<file path="src/core/bcw_pkg.sv">
// Purpose: Constants and types for the byte-lane-ended write host controller
// Assumes: 100 MHz clock, asynchronous 16-bit memory with 20-bit word address
// Notes:   Times are in ns as printed; cycle counts are derived by rounding up

package bcw_pkg;

   localparam int ADDR_W = 20;
   localparam int DATA_W = 16;
   localparam int LANE_W = 2;
   localparam int CNT_W  = 4;

   localparam int CLK_PERIOD_PS = 10000;

   // Minimum times, ns
   localparam int T_CYCLE_NS     = 35;
   localparam int T_ADDR_SETUP_NS = 0;
   localparam int T_ADDR_END_NS  = 20;
   localparam int T_PULSE_NS     = 15;
   localparam int T_DATA_END_NS  = 10;
   localparam int T_RECOVERY_NS  = 12;
   localparam int T_HIGH_NS      = 2;

   // Least time to whole cycles, at least one
   function automatic int min_cycles(input int t_ns);
      int c;
      c = (t_ns * 1000 + CLK_PERIOD_PS - 1) / CLK_PERIOD_PS;
      return (c < 1) ? 1 : c;
   endfunction

   function automatic int max2(input int a, input int b);
      return (a > b) ? a : b;
   endfunction

   localparam int CYCLE_CYC  = min_cycles(T_CYCLE_NS);
   localparam int SETUP_CYC  = min_cycles(T_ADDR_SETUP_NS);
   localparam int PULSE_CYC  = max2(max2(min_cycles(T_PULSE_NS), min_cycles(T_DATA_END_NS)),
                                    max2(1, min_cycles(T_ADDR_END_NS) - SETUP_CYC));
   localparam int RECOV_CYC  = min_cycles(T_RECOVERY_NS);
   localparam int HIGH_CYC   = min_cycles(T_HIGH_NS);

   localparam logic [CNT_W-1:0] SETUP_LOAD = CNT_W'(SETUP_CYC - 1);
   localparam logic [CNT_W-1:0] PULSE_LOAD = CNT_W'(PULSE_CYC - 1);
   localparam logic [CNT_W-1:0] RECOV_LOAD = CNT_W'(RECOV_CYC - 1);
   localparam logic [CNT_W-1:0] HIGH_LOAD  = CNT_W'(HIGH_CYC - 1);
   localparam logic [CNT_W-1:0] SPACE_FULL = CNT_W'(CYCLE_CYC);
   localparam logic [CNT_W-1:0] SPACE_ONE  = 4'h1;

   localparam logic [LANE_W-1:0] LANES_OFF = 2'h3;
   localparam int LANE_HIGH = 1;
   localparam int LANE_LOW  = 0;

   typedef enum logic [4:0] {
      ST_IDLE  = 5'b00001,
      ST_SETUP = 5'b00010,
      ST_PULSE = 5'b00100,
      ST_RECOV = 5'b01000,
      ST_HIGH  = 5'b10000
   } bcw_state_t;

endpackage

</file>
<file path="src/core/bcw_write_host.sv">
// Purpose: Host that runs byte-lane-ended write cycles on an asynchronous memory
// Assumes: One request at a time from user logic on clk; memory pins outside clk domain
// Notes:   Chip select and write strobe frame the cycle; the lane enables start and end it

`timescale 1ns/1ps

module bcw_write_host
   import bcw_pkg::*;
(
   input  wire logic              clk,
   input  wire logic              rst_n,
   input  wire logic              req_valid,
   output logic                   req_ready,
   input  wire logic [ADDR_W-1:0] req_addr,
   input  wire logic [DATA_W-1:0] req_data,
   input  wire logic [LANE_W-1:0] req_lanes,
   output logic                   wr_done,
   output logic                   busy,
   output logic [ADDR_W-1:0]      mem_addr,
   output logic                   chip_enable_n,
   output logic                   write_enable_n,
   output logic                   output_enable_n,
   output logic                   high_lane_enable_n,
   output logic                   low_lane_enable_n,
   input  wire logic [DATA_W-1:0] mem_dq_i,
   output logic [DATA_W-1:0]      mem_dq_o,
   output logic                   mem_dq_oe,
   output logic [DATA_W-1:0]      bus_sample
);

   typedef struct packed {
      bcw_state_t        state;
      logic [ADDR_W-1:0] addr;
      logic [DATA_W-1:0] data;
      logic [LANE_W-1:0] lanes;
      logic              ce_n;
      logic              we_n;
      logic [LANE_W-1:0] lane_n;
      logic              dq_oe;
      logic              done;
      logic [CNT_W-1:0]  space;
      logic [DATA_W-1:0] dq_s1;
      logic [DATA_W-1:0] dq_s2;
   } bcw_regs_t;

   bcw_regs_t        r_q;
   bcw_regs_t        r_d;
   logic             tmr_load;
   logic [CNT_W-1:0] tmr_count;
   logic             tmr_expired;
   logic             start;

   bcw_phase_timer u_timer (
      .clk        (clk),
      .rst_n      (rst_n),
      .load       (tmr_load),
      .load_count (tmr_count),
      .expired    (tmr_expired)
   );

   // Next chip select fall only after a full cycle time
   assign req_ready = (r_q.state == ST_IDLE) && (r_q.space >= SPACE_FULL);
   assign start     = req_valid && req_ready;

   always_comb begin
      r_d       = r_q;
      tmr_load  = 1'b0;
      tmr_count = '0;
      r_d.done  = 1'b0;

      r_d.dq_s1 = mem_dq_i;
      r_d.dq_s2 = r_q.dq_s1;

      if (r_q.space < SPACE_FULL) begin
         r_d.space = r_q.space + 4'h1;
      end

      unique case (r_q.state)
         ST_IDLE: begin
            if (start) begin
               // Address and strobes settle before any lane falls
               r_d.addr  = req_addr;
               r_d.data  = req_data;
               r_d.lanes = req_lanes;
               r_d.ce_n  = 1'b0;
               r_d.we_n  = 1'b0;
               r_d.space = SPACE_ONE;
               r_d.state = ST_SETUP;
               tmr_load  = 1'b1;
               tmr_count = SETUP_LOAD;
            end
         end
         ST_SETUP: begin
            if (tmr_expired) begin
               // Both lanes leave one flop set on one edge
               r_d.lane_n = ~r_q.lanes;
               r_d.dq_oe  = 1'b1;
               r_d.state  = ST_PULSE;
               tmr_load   = 1'b1;
               tmr_count  = PULSE_LOAD;
            end
         end
         ST_PULSE: begin
            if (tmr_expired) begin
               // Lane rise ends the write; data held one more phase
               r_d.lane_n = LANES_OFF;
               r_d.state  = ST_RECOV;
               tmr_load   = 1'b1;
               tmr_count  = RECOV_LOAD;
            end
         end
         ST_RECOV: begin
            if (tmr_expired) begin
               r_d.ce_n  = 1'b1;
               r_d.we_n  = 1'b1;
               r_d.dq_oe = 1'b0;
               r_d.done  = 1'b1;
               r_d.state = ST_HIGH;
               tmr_load  = 1'b1;
               tmr_count = HIGH_LOAD;
            end
         end
         ST_HIGH: begin
            // Strobes stay high through this phase before any new fall
            if (tmr_expired) begin
               r_d.state = ST_IDLE;
            end
         end
         default: begin
            r_d.state  = ST_IDLE;
            r_d.ce_n   = 1'b1;
            r_d.we_n   = 1'b1;
            r_d.lane_n = LANES_OFF;
            r_d.dq_oe  = 1'b0;
         end
      endcase
   end

   always_ff @(posedge clk) begin
      if (!rst_n) begin
         r_q.state  <= ST_IDLE;
         r_q.addr   <= '0;
         r_q.data   <= '0;
         r_q.lanes  <= '0;
         r_q.ce_n   <= 1'b1;
         r_q.we_n   <= 1'b1;
         r_q.lane_n <= LANES_OFF;
         r_q.dq_oe  <= 1'b0;
         r_q.done   <= 1'b0;
         // A cut cycle may have just dropped chip select
         r_q.space  <= SPACE_ONE;
         r_q.dq_s1  <= '0;
         r_q.dq_s2  <= '0;
      end else begin
         r_q <= r_d;
      end
   end

   assign wr_done            = r_q.done;
   assign busy               = (r_q.state != ST_IDLE);
   assign mem_addr           = r_q.addr;
   assign chip_enable_n      = r_q.ce_n;
   assign write_enable_n     = r_q.we_n;
   // Output enable never falls, so the memory never drives the data pins
   assign output_enable_n    = 1'b1;
   assign high_lane_enable_n = r_q.lane_n[LANE_HIGH];
   assign low_lane_enable_n  = r_q.lane_n[LANE_LOW];
   assign mem_dq_o           = r_q.data;
   assign mem_dq_oe          = r_q.dq_oe;
   assign bus_sample         = r_q.dq_s2;

endmodule

</file>
<file path="src/core/bcw_phase_timer.sv">
// Purpose: Down counter that times one phase of the write cycle
// Assumes: load comes from logic on the same clock
// Notes:   expired is high while the count stands at zero

`timescale 1ns/1ps

module bcw_phase_timer
   import bcw_pkg::*;
(
   input  wire logic             clk,
   input  wire logic             rst_n,
   input  wire logic             load,
   input  wire logic [CNT_W-1:0] load_count,
   output logic                  expired
);

   logic [CNT_W-1:0] count_q;
   logic [CNT_W-1:0] count_d;

   always_comb begin
      count_d = count_q;
      if (load) begin
         count_d = load_count;
      end else if (count_q != '0) begin
         count_d = count_q - 4'h1;
      end
   end

   always_ff @(posedge clk) begin
      if (!rst_n) begin
         count_q <= '0;
      end else begin
         count_q <= count_d;
      end
   end

   assign expired = (count_q == '0);

endmodule

</file>
<file path="config.mk">
export PLATFORM = sky130hd
export DESIGN_NAME = bcw_write_host
export DESIGN_NICKNAME = d
export VERILOG_FILES = /design/src/core/bcw_pkg.sv /design/src/core/bcw_write_host.sv /design/src/core/bcw_phase_timer.sv
export SDC_FILE = /design/constraint.sdc
export NUM_CORES = 1
export LEC_CHECK = 0
export BUFFER_PORTS_ARGS = -buffer_cell sky130_fd_sc_hd__buf_4
export CORE_AREA = 2 2 89 100
export DETAILED_ROUTE_END_ITERATION = 8
export DIE_AREA = 0 0 91 102
export PLACE_DENSITY = 0.72
export SYNTH_ARGS = -nofsm -noshare
export SYNTH_HDL_FRONTEND = slang
export SYNTH_HIERARCHICAL = 1
export SYNTH_SLANG_ARGS = --single-unit
</file>
<file path="constraint.sdc">
create_clock -name clk -period 3.25 [get_ports clk]
set_input_delay 0.325 -clock clk [delete_from_list [all_inputs] [get_ports clk]]
set_output_delay 0.325 -clock clk [all_outputs]
set_load 0.01 [all_outputs]
</file>
# After elaboration in Yosys (flattened, before gate mapping)
# Cells that the tools add are included.
op_classes:
  addsub: 2
  magnitude_cmp: 2
  n_eq_ne: 11
  muxes: 22
  bitwise: 4
  reduce_logical: 16
op_table:
  columns: ["cell", "n"]
  rows:
  - ["two-way mux 45 bit", 1]
  - ["one-hot mux 5 bit (5 select lines)", 1]
  - ["two-way mux 4 bit", 5]
  - ["two-way mux 5 bit", 4]
  - ["one-hot mux 2 bit (3 select lines)", 2]
  - ["OR reduction 3 bit", 4]
  - ["inequality test 2 bit, second input constant", 5]
  - ["AND reduction 3 bit", 3]
  - ["equality test 5 x 1 -> 1 bit, second input constant", 1]
  - ["equality test 5 x 2 -> 1 bit, second input constant", 1]
  - ["equality test 5 x 3 -> 1 bit, second input constant", 1]
  - ["equality test 5 x 4 -> 1 bit, second input constant", 1]
  - ["equality test 5 bit, second input constant", 1]
  - ["inequality test 5 x 1 -> 1 bit, second input constant", 1]
  - ["AND reduction 5 bit", 1]
  - ["adder 4 x 1 -> 4 bit, second input constant", 1]
  - ["greater-or-equal comparator 4 x 3 -> 1 bit, second input constant", 1]
  - ["zero test 4 bit", 1]
  - ["less-than comparator 4 x 3 -> 1 bit, second input constant", 1]
  - ["two-way mux 1 bit", 4]
  - ["two-way mux 2 bit", 2]
  - ["AND reduction 2 bit", 2]
  - ["nonzero test 4 bit", 1]
  - ["subtractor 4 x 1 -> 4 bit, second input constant", 1]
  - ["other kinds (8)", 11]
word_totals:
  reg_bits: 89
  in_bits: 57

# Logic depth before layout (Yosys ltp)
logic_depth:
  ltp_word: 6
  ltp_mapped: 9
  depth_no_buf: 8

# By module
# Netlist, hierarchy kept.
by_module_without_submodules:
  columns: ["module", "instances", "cells_each", "area_each_um2", "seq_area_each_um2"]
  rows:
  - ["bcw_write_host", 1, 385, 3472.1, 1681.6]
  - ["bcw_phase_timer", 1, 23, 230.2, 80.1]

# Worst setup path before layout
# Ideal clock, no wire load.
synth_timing:
  path_type: "register to register"
  from: "register u_timer.count_q[0]"
  to: "register r_q (netlist bit high_lane_enable_n)"
  setup_time_ns: 0.124
  t_arrival_ns: 1.716
  path_slack_ns: 1.410
  stages_incl_launch_ff: 10
  n_path_buf: 1
  path_cell_list: "dfxtp_1 -> inv_1 -> ha_1 -> nor3b_4 -> clkbuf_1 -> or2_2 -> a2bb2oi_1 -> o211ai_1 -> nand2_1 -> a2bb2oi_1"
synth_via:
  elab_chain_cells: 3
synth_rtl:
  columns: ["element", "line_no", "text"]
  rows:
  - ["start, declared", "bcw_phase_timer.sv:17", "logic [CNT_W-1:0] count_q;"]
  - ["start signal, assigned", "bcw_phase_timer.sv:33", "count_q <= count_d;"]
  - ["zero test 4 bit *", "bcw_phase_timer.sv:37", "assign expired = (count_q == '0);"]
  - ["net tmr_expired", "bcw_write_host.sv:50", "logic tmr_expired;"]
  - ["inequality test 2 bit (no source line)", null, null]
  - ["AND reduction 3 bit (no source line) *", null, null]
  - ["end signal, assigned", "bcw_write_host.sv:155", "r_q <= r_d;"]
  - ["end, declared", "bcw_write_host.sv:46", "bcw_regs_t r_q;"]
# Mark *: on every way through the listed nets, which the timed path passes. The rest lies on a longest branch.
# A chain may end at the register's enable or synchronous reset.

# Worst setup path in the final report
layout_timing:
  from: "register u_timer.count_q[0]"
  to: "register r_q (netlist bit mem_dq_oe)"
# Same word-level chain as after synthesis.

==> summary.md <==
| Metric | Value |
|---|---|
| Status | finished clean |
| Die area | 0.00928 mm^2 |
| Crit path kind | reg -> reg |
| Final GP Congestion | 0.840 |
| Placed wire-length estimate | 4890 um |
| Mapped Cells | 408 |
| Setup TNS | 0 ns |
| Largest net degree at the start of global routing | 86 |
| Combinational power share | 0.199 |
| Most frequent cell after synthesis | dfxtp_1 |
| Max Cap Viol | 0 |
| Routed wire per std cell | 12.0 um |
| Switch share | 0.296 |
| Fmax | 475 MHz |
| Setup violators final | 0 |
| Post-synth top cells | dfxtp_1, nand2_1, buf_4 |
| Seq/Total Area, Yosys | 0.476 |
| Final WL | 6960 um |
| Clock Sinks | 88 |
| Synth Cell Area | 0.00370 mm^2 |
| Final Hold Fails | 0 |
| GRT Util Overall | 0.150 |
| Relative slew slack | 0.581 |
| Initial antenna violation count | 0 |
| CTS Buffer Depth | 2 |
| Number of setup buffers added after CTS | 0 |
| Power Internal | 1.69 mW |
| Filler cell count in the final layout | 763 |
| Vias per cell | 4.58 |
| CTS clk-pin slew, worst paths | 0.10 ns |
| Power Density | 545 mW/mm^2 |
| CTS resizes | 0 |
| CP required | 3.53 ns |
| Root Buffer Master | clkbuf_8 |
| RSZ-0062 raised after global routing | no |
| Worst Max-Slew Pin Slew | 0.628 ns |
| Crit-path max FO | 12 |
| Die height | 102 um |
| CP arrival | 2.39 ns |
| Syn. warnings | 6 |
| Max IR drop VDD | 471 uV |
| Fin crit period | 2.10 ns |
| Seq pwr share | 0.498 |
| Top cell type's share of synthesized area | 0.476 |
| Top cells by area, synth | dfxtp_1, buf_4, nand2_1 |
| Layout area overhead | 19.2% |
| Yosys cell types | 45 |
| Initial Utilization | 0.450 |
| CTS tree | yes |
| Final Skew | 0.0118 ns |
| Primary FF master, synth | dfxtp_1 |
| P_leak | 1.87 nW |
| TritonRoute pass-1 iters | 5 |
| IO Pins | 118 |
| Antenna viol nets, final | 0 |
| Synth area leader | dfxtp_1 |
| Switching Power | 0.711 mW |
| Worst skew pair latency | 0.35 ns |
| Fraction of registers with async set/reset | 0 |
| Ant diodes | 0 |
| EDFF count, synth | 0 |
| Mapped Avg Cell Area | 9.07 um^2 |
| Hold_buf cts | 0 |
| Share of cells above drive strength 1 | 0.313 |
| CTS buffer count | 9 |
| H-tree levels | 3 |
| First-pass GRT wire length | 11300 um |
| Period utilization | 0.648 |
| Initial drt markers | 94 |
| Kind of start point of the critical path | register |
| Row count | 35 |
| FF/Latch Area | 0.00176 mm^2 |
| Final Power | 2.40 mW |
| Clock network fraction of total power | 0.303 |
| DRC | 0 |
| Yosys reg bits | 88 |
| Number of port buffers | 116 |
| Max-slew violations | 0 |
| Vias in the first global route | 2542 |
| Crit end category | register |
| Multi-input gate area | 0.00141 mm^2 |
| Core box area | 0.00823 mm^2 |
| Die X | 91 um |
| Total gr overflow | 0 |
| Hold WC Path Type | in -> reg |
| Nets | 523 |
| Vias | 2658 |
final timing paths:
path,from,end,slack (ns),cells past startpoint
worst min-delay path,mem_dq_i[12],r_d[12],0.17,2
worst min register to register,r_q[43],high_lane_enable_n,0.43,1
worst max register to register,u_timer/count_q[0],mem_dq_oe,1.15,8
worst max-delay path,u_timer/count_q[0],mem_dq_oe,1.15,8
critical path, stage by stage, from the launching register on:
cell	delay [ns]
dfxtp_1	0.33
inv_1	0.09
ha_1	0.20
nor3b_4	0.51
nor2_1	0.15
a221oi_1	0.32
a2bb2oi_1	0.20
o21ai_0	0.09
a21oi_1	0.14
state kept, by name (all words and copies together) (netlist names):
name and count:
u_timer/count_q 4, high_lane_enable_n 1, mem_dq_oe 1, chip_enable_n 1, low_lane_enable_n 1, bus_sample 16
mem_addr 20, r_d 16, mem_dq_o 16, wr_done 1, r_q 11
logic make-up after synthesis:
| family | after synthesis | synth area share |
|---|---|---|
| other cells | 2 | 0.00203 |
| fa+ha+maj | 2 | 0.00676 |
| buf+inv | 80 | 0.146 |
| compound gates | 67 | 0.131 |
| simple gates | 160 | 0.215 |
| flops | 88 | 0.476 |
| xor+xnor | 4 | 0.00946 |
| mux | 5 | 0.0145 |
area by class of cell:
| cell class | count | area share |
|---|---|---|
| timing repair buffer | 118 | 0.201 |
| inverter | 5 | 0.00425 |
| multi-input combinational | 242 | 0.319 |
| tap | 111 | 0.0315 |
| sequential | 88 | 0.399 |
| clock inverter | 7 | 0.0170 |
| clock buffer | 9 | 0.0281 |
cells in the final DEF, fill, tap and decap left out, types with 2 or more instances in the layout:
master     count
a21boi_1      15
and2_1        33
nand3_1        6
o211ai_1       3
nand2_1       86
nor2b_1        5
clkbuf_8       9
dfxtp_1       88
or2_2          2
inv_1          4
conb_1         4
inv_8          3
a21oi_1        3
xnor2_1        3
a2bb2oi_1      4
o21ai_0        8
nor3_1         5
clkinv_4       2
mux2_2         3
nand2b_1       4
ha_1           2
a21boi_0      25
a22oi_1        2
buf_4        118
nor2_1        10
mux2i_1        2
per-stage QoR:
stage	instances	hold WS (ns)	util	setup WS, ns	area [um^2]
6_report	580	0.168	0.536	1.15	4410
5_1_grt	580	0.143	0.536	0.958	4410
4_1_cts	580	0.150	0.536	1.15	4410
3_5_place_dp	564	0.419	0.512	1.17	4210
3_3_place_gp	564	0.413	0.512	1.37	4210
2_1_floorplan	410	0.407	-	1.41	3710
metal layers:
metal / vias to the layer above / global-route usage / part of all wire
li1: 1372 / - / -
met1: 1176 / 0.175 / 0.44
met2: 103 / 0.253 / 0.46
met3: 7 / 0.0642 / 0.092
met4: 0 / 0.0466 / 0.011
met5: - / 0 / 0
power by group through the flow:
| stage | registers (mW) | logic (mW) | clock network [mW] |
|---|---|---|---|
| 2_1_floorplan | 1.21 | 0.368 | 0 |
| 3_3_place_gp | 1.22 | 0.469 | 0 |
| 3_5_place_dp | 1.22 | 0.484 | 0 |
| 4_1_cts | 1.20 | 0.485 | 0.756 |
| 5_1_grt | 1.21 | 0.531 | 0.805 |
| 6_report | 1.20 | 0.477 | 0.729 |
(Power assumes the default switching activity.)
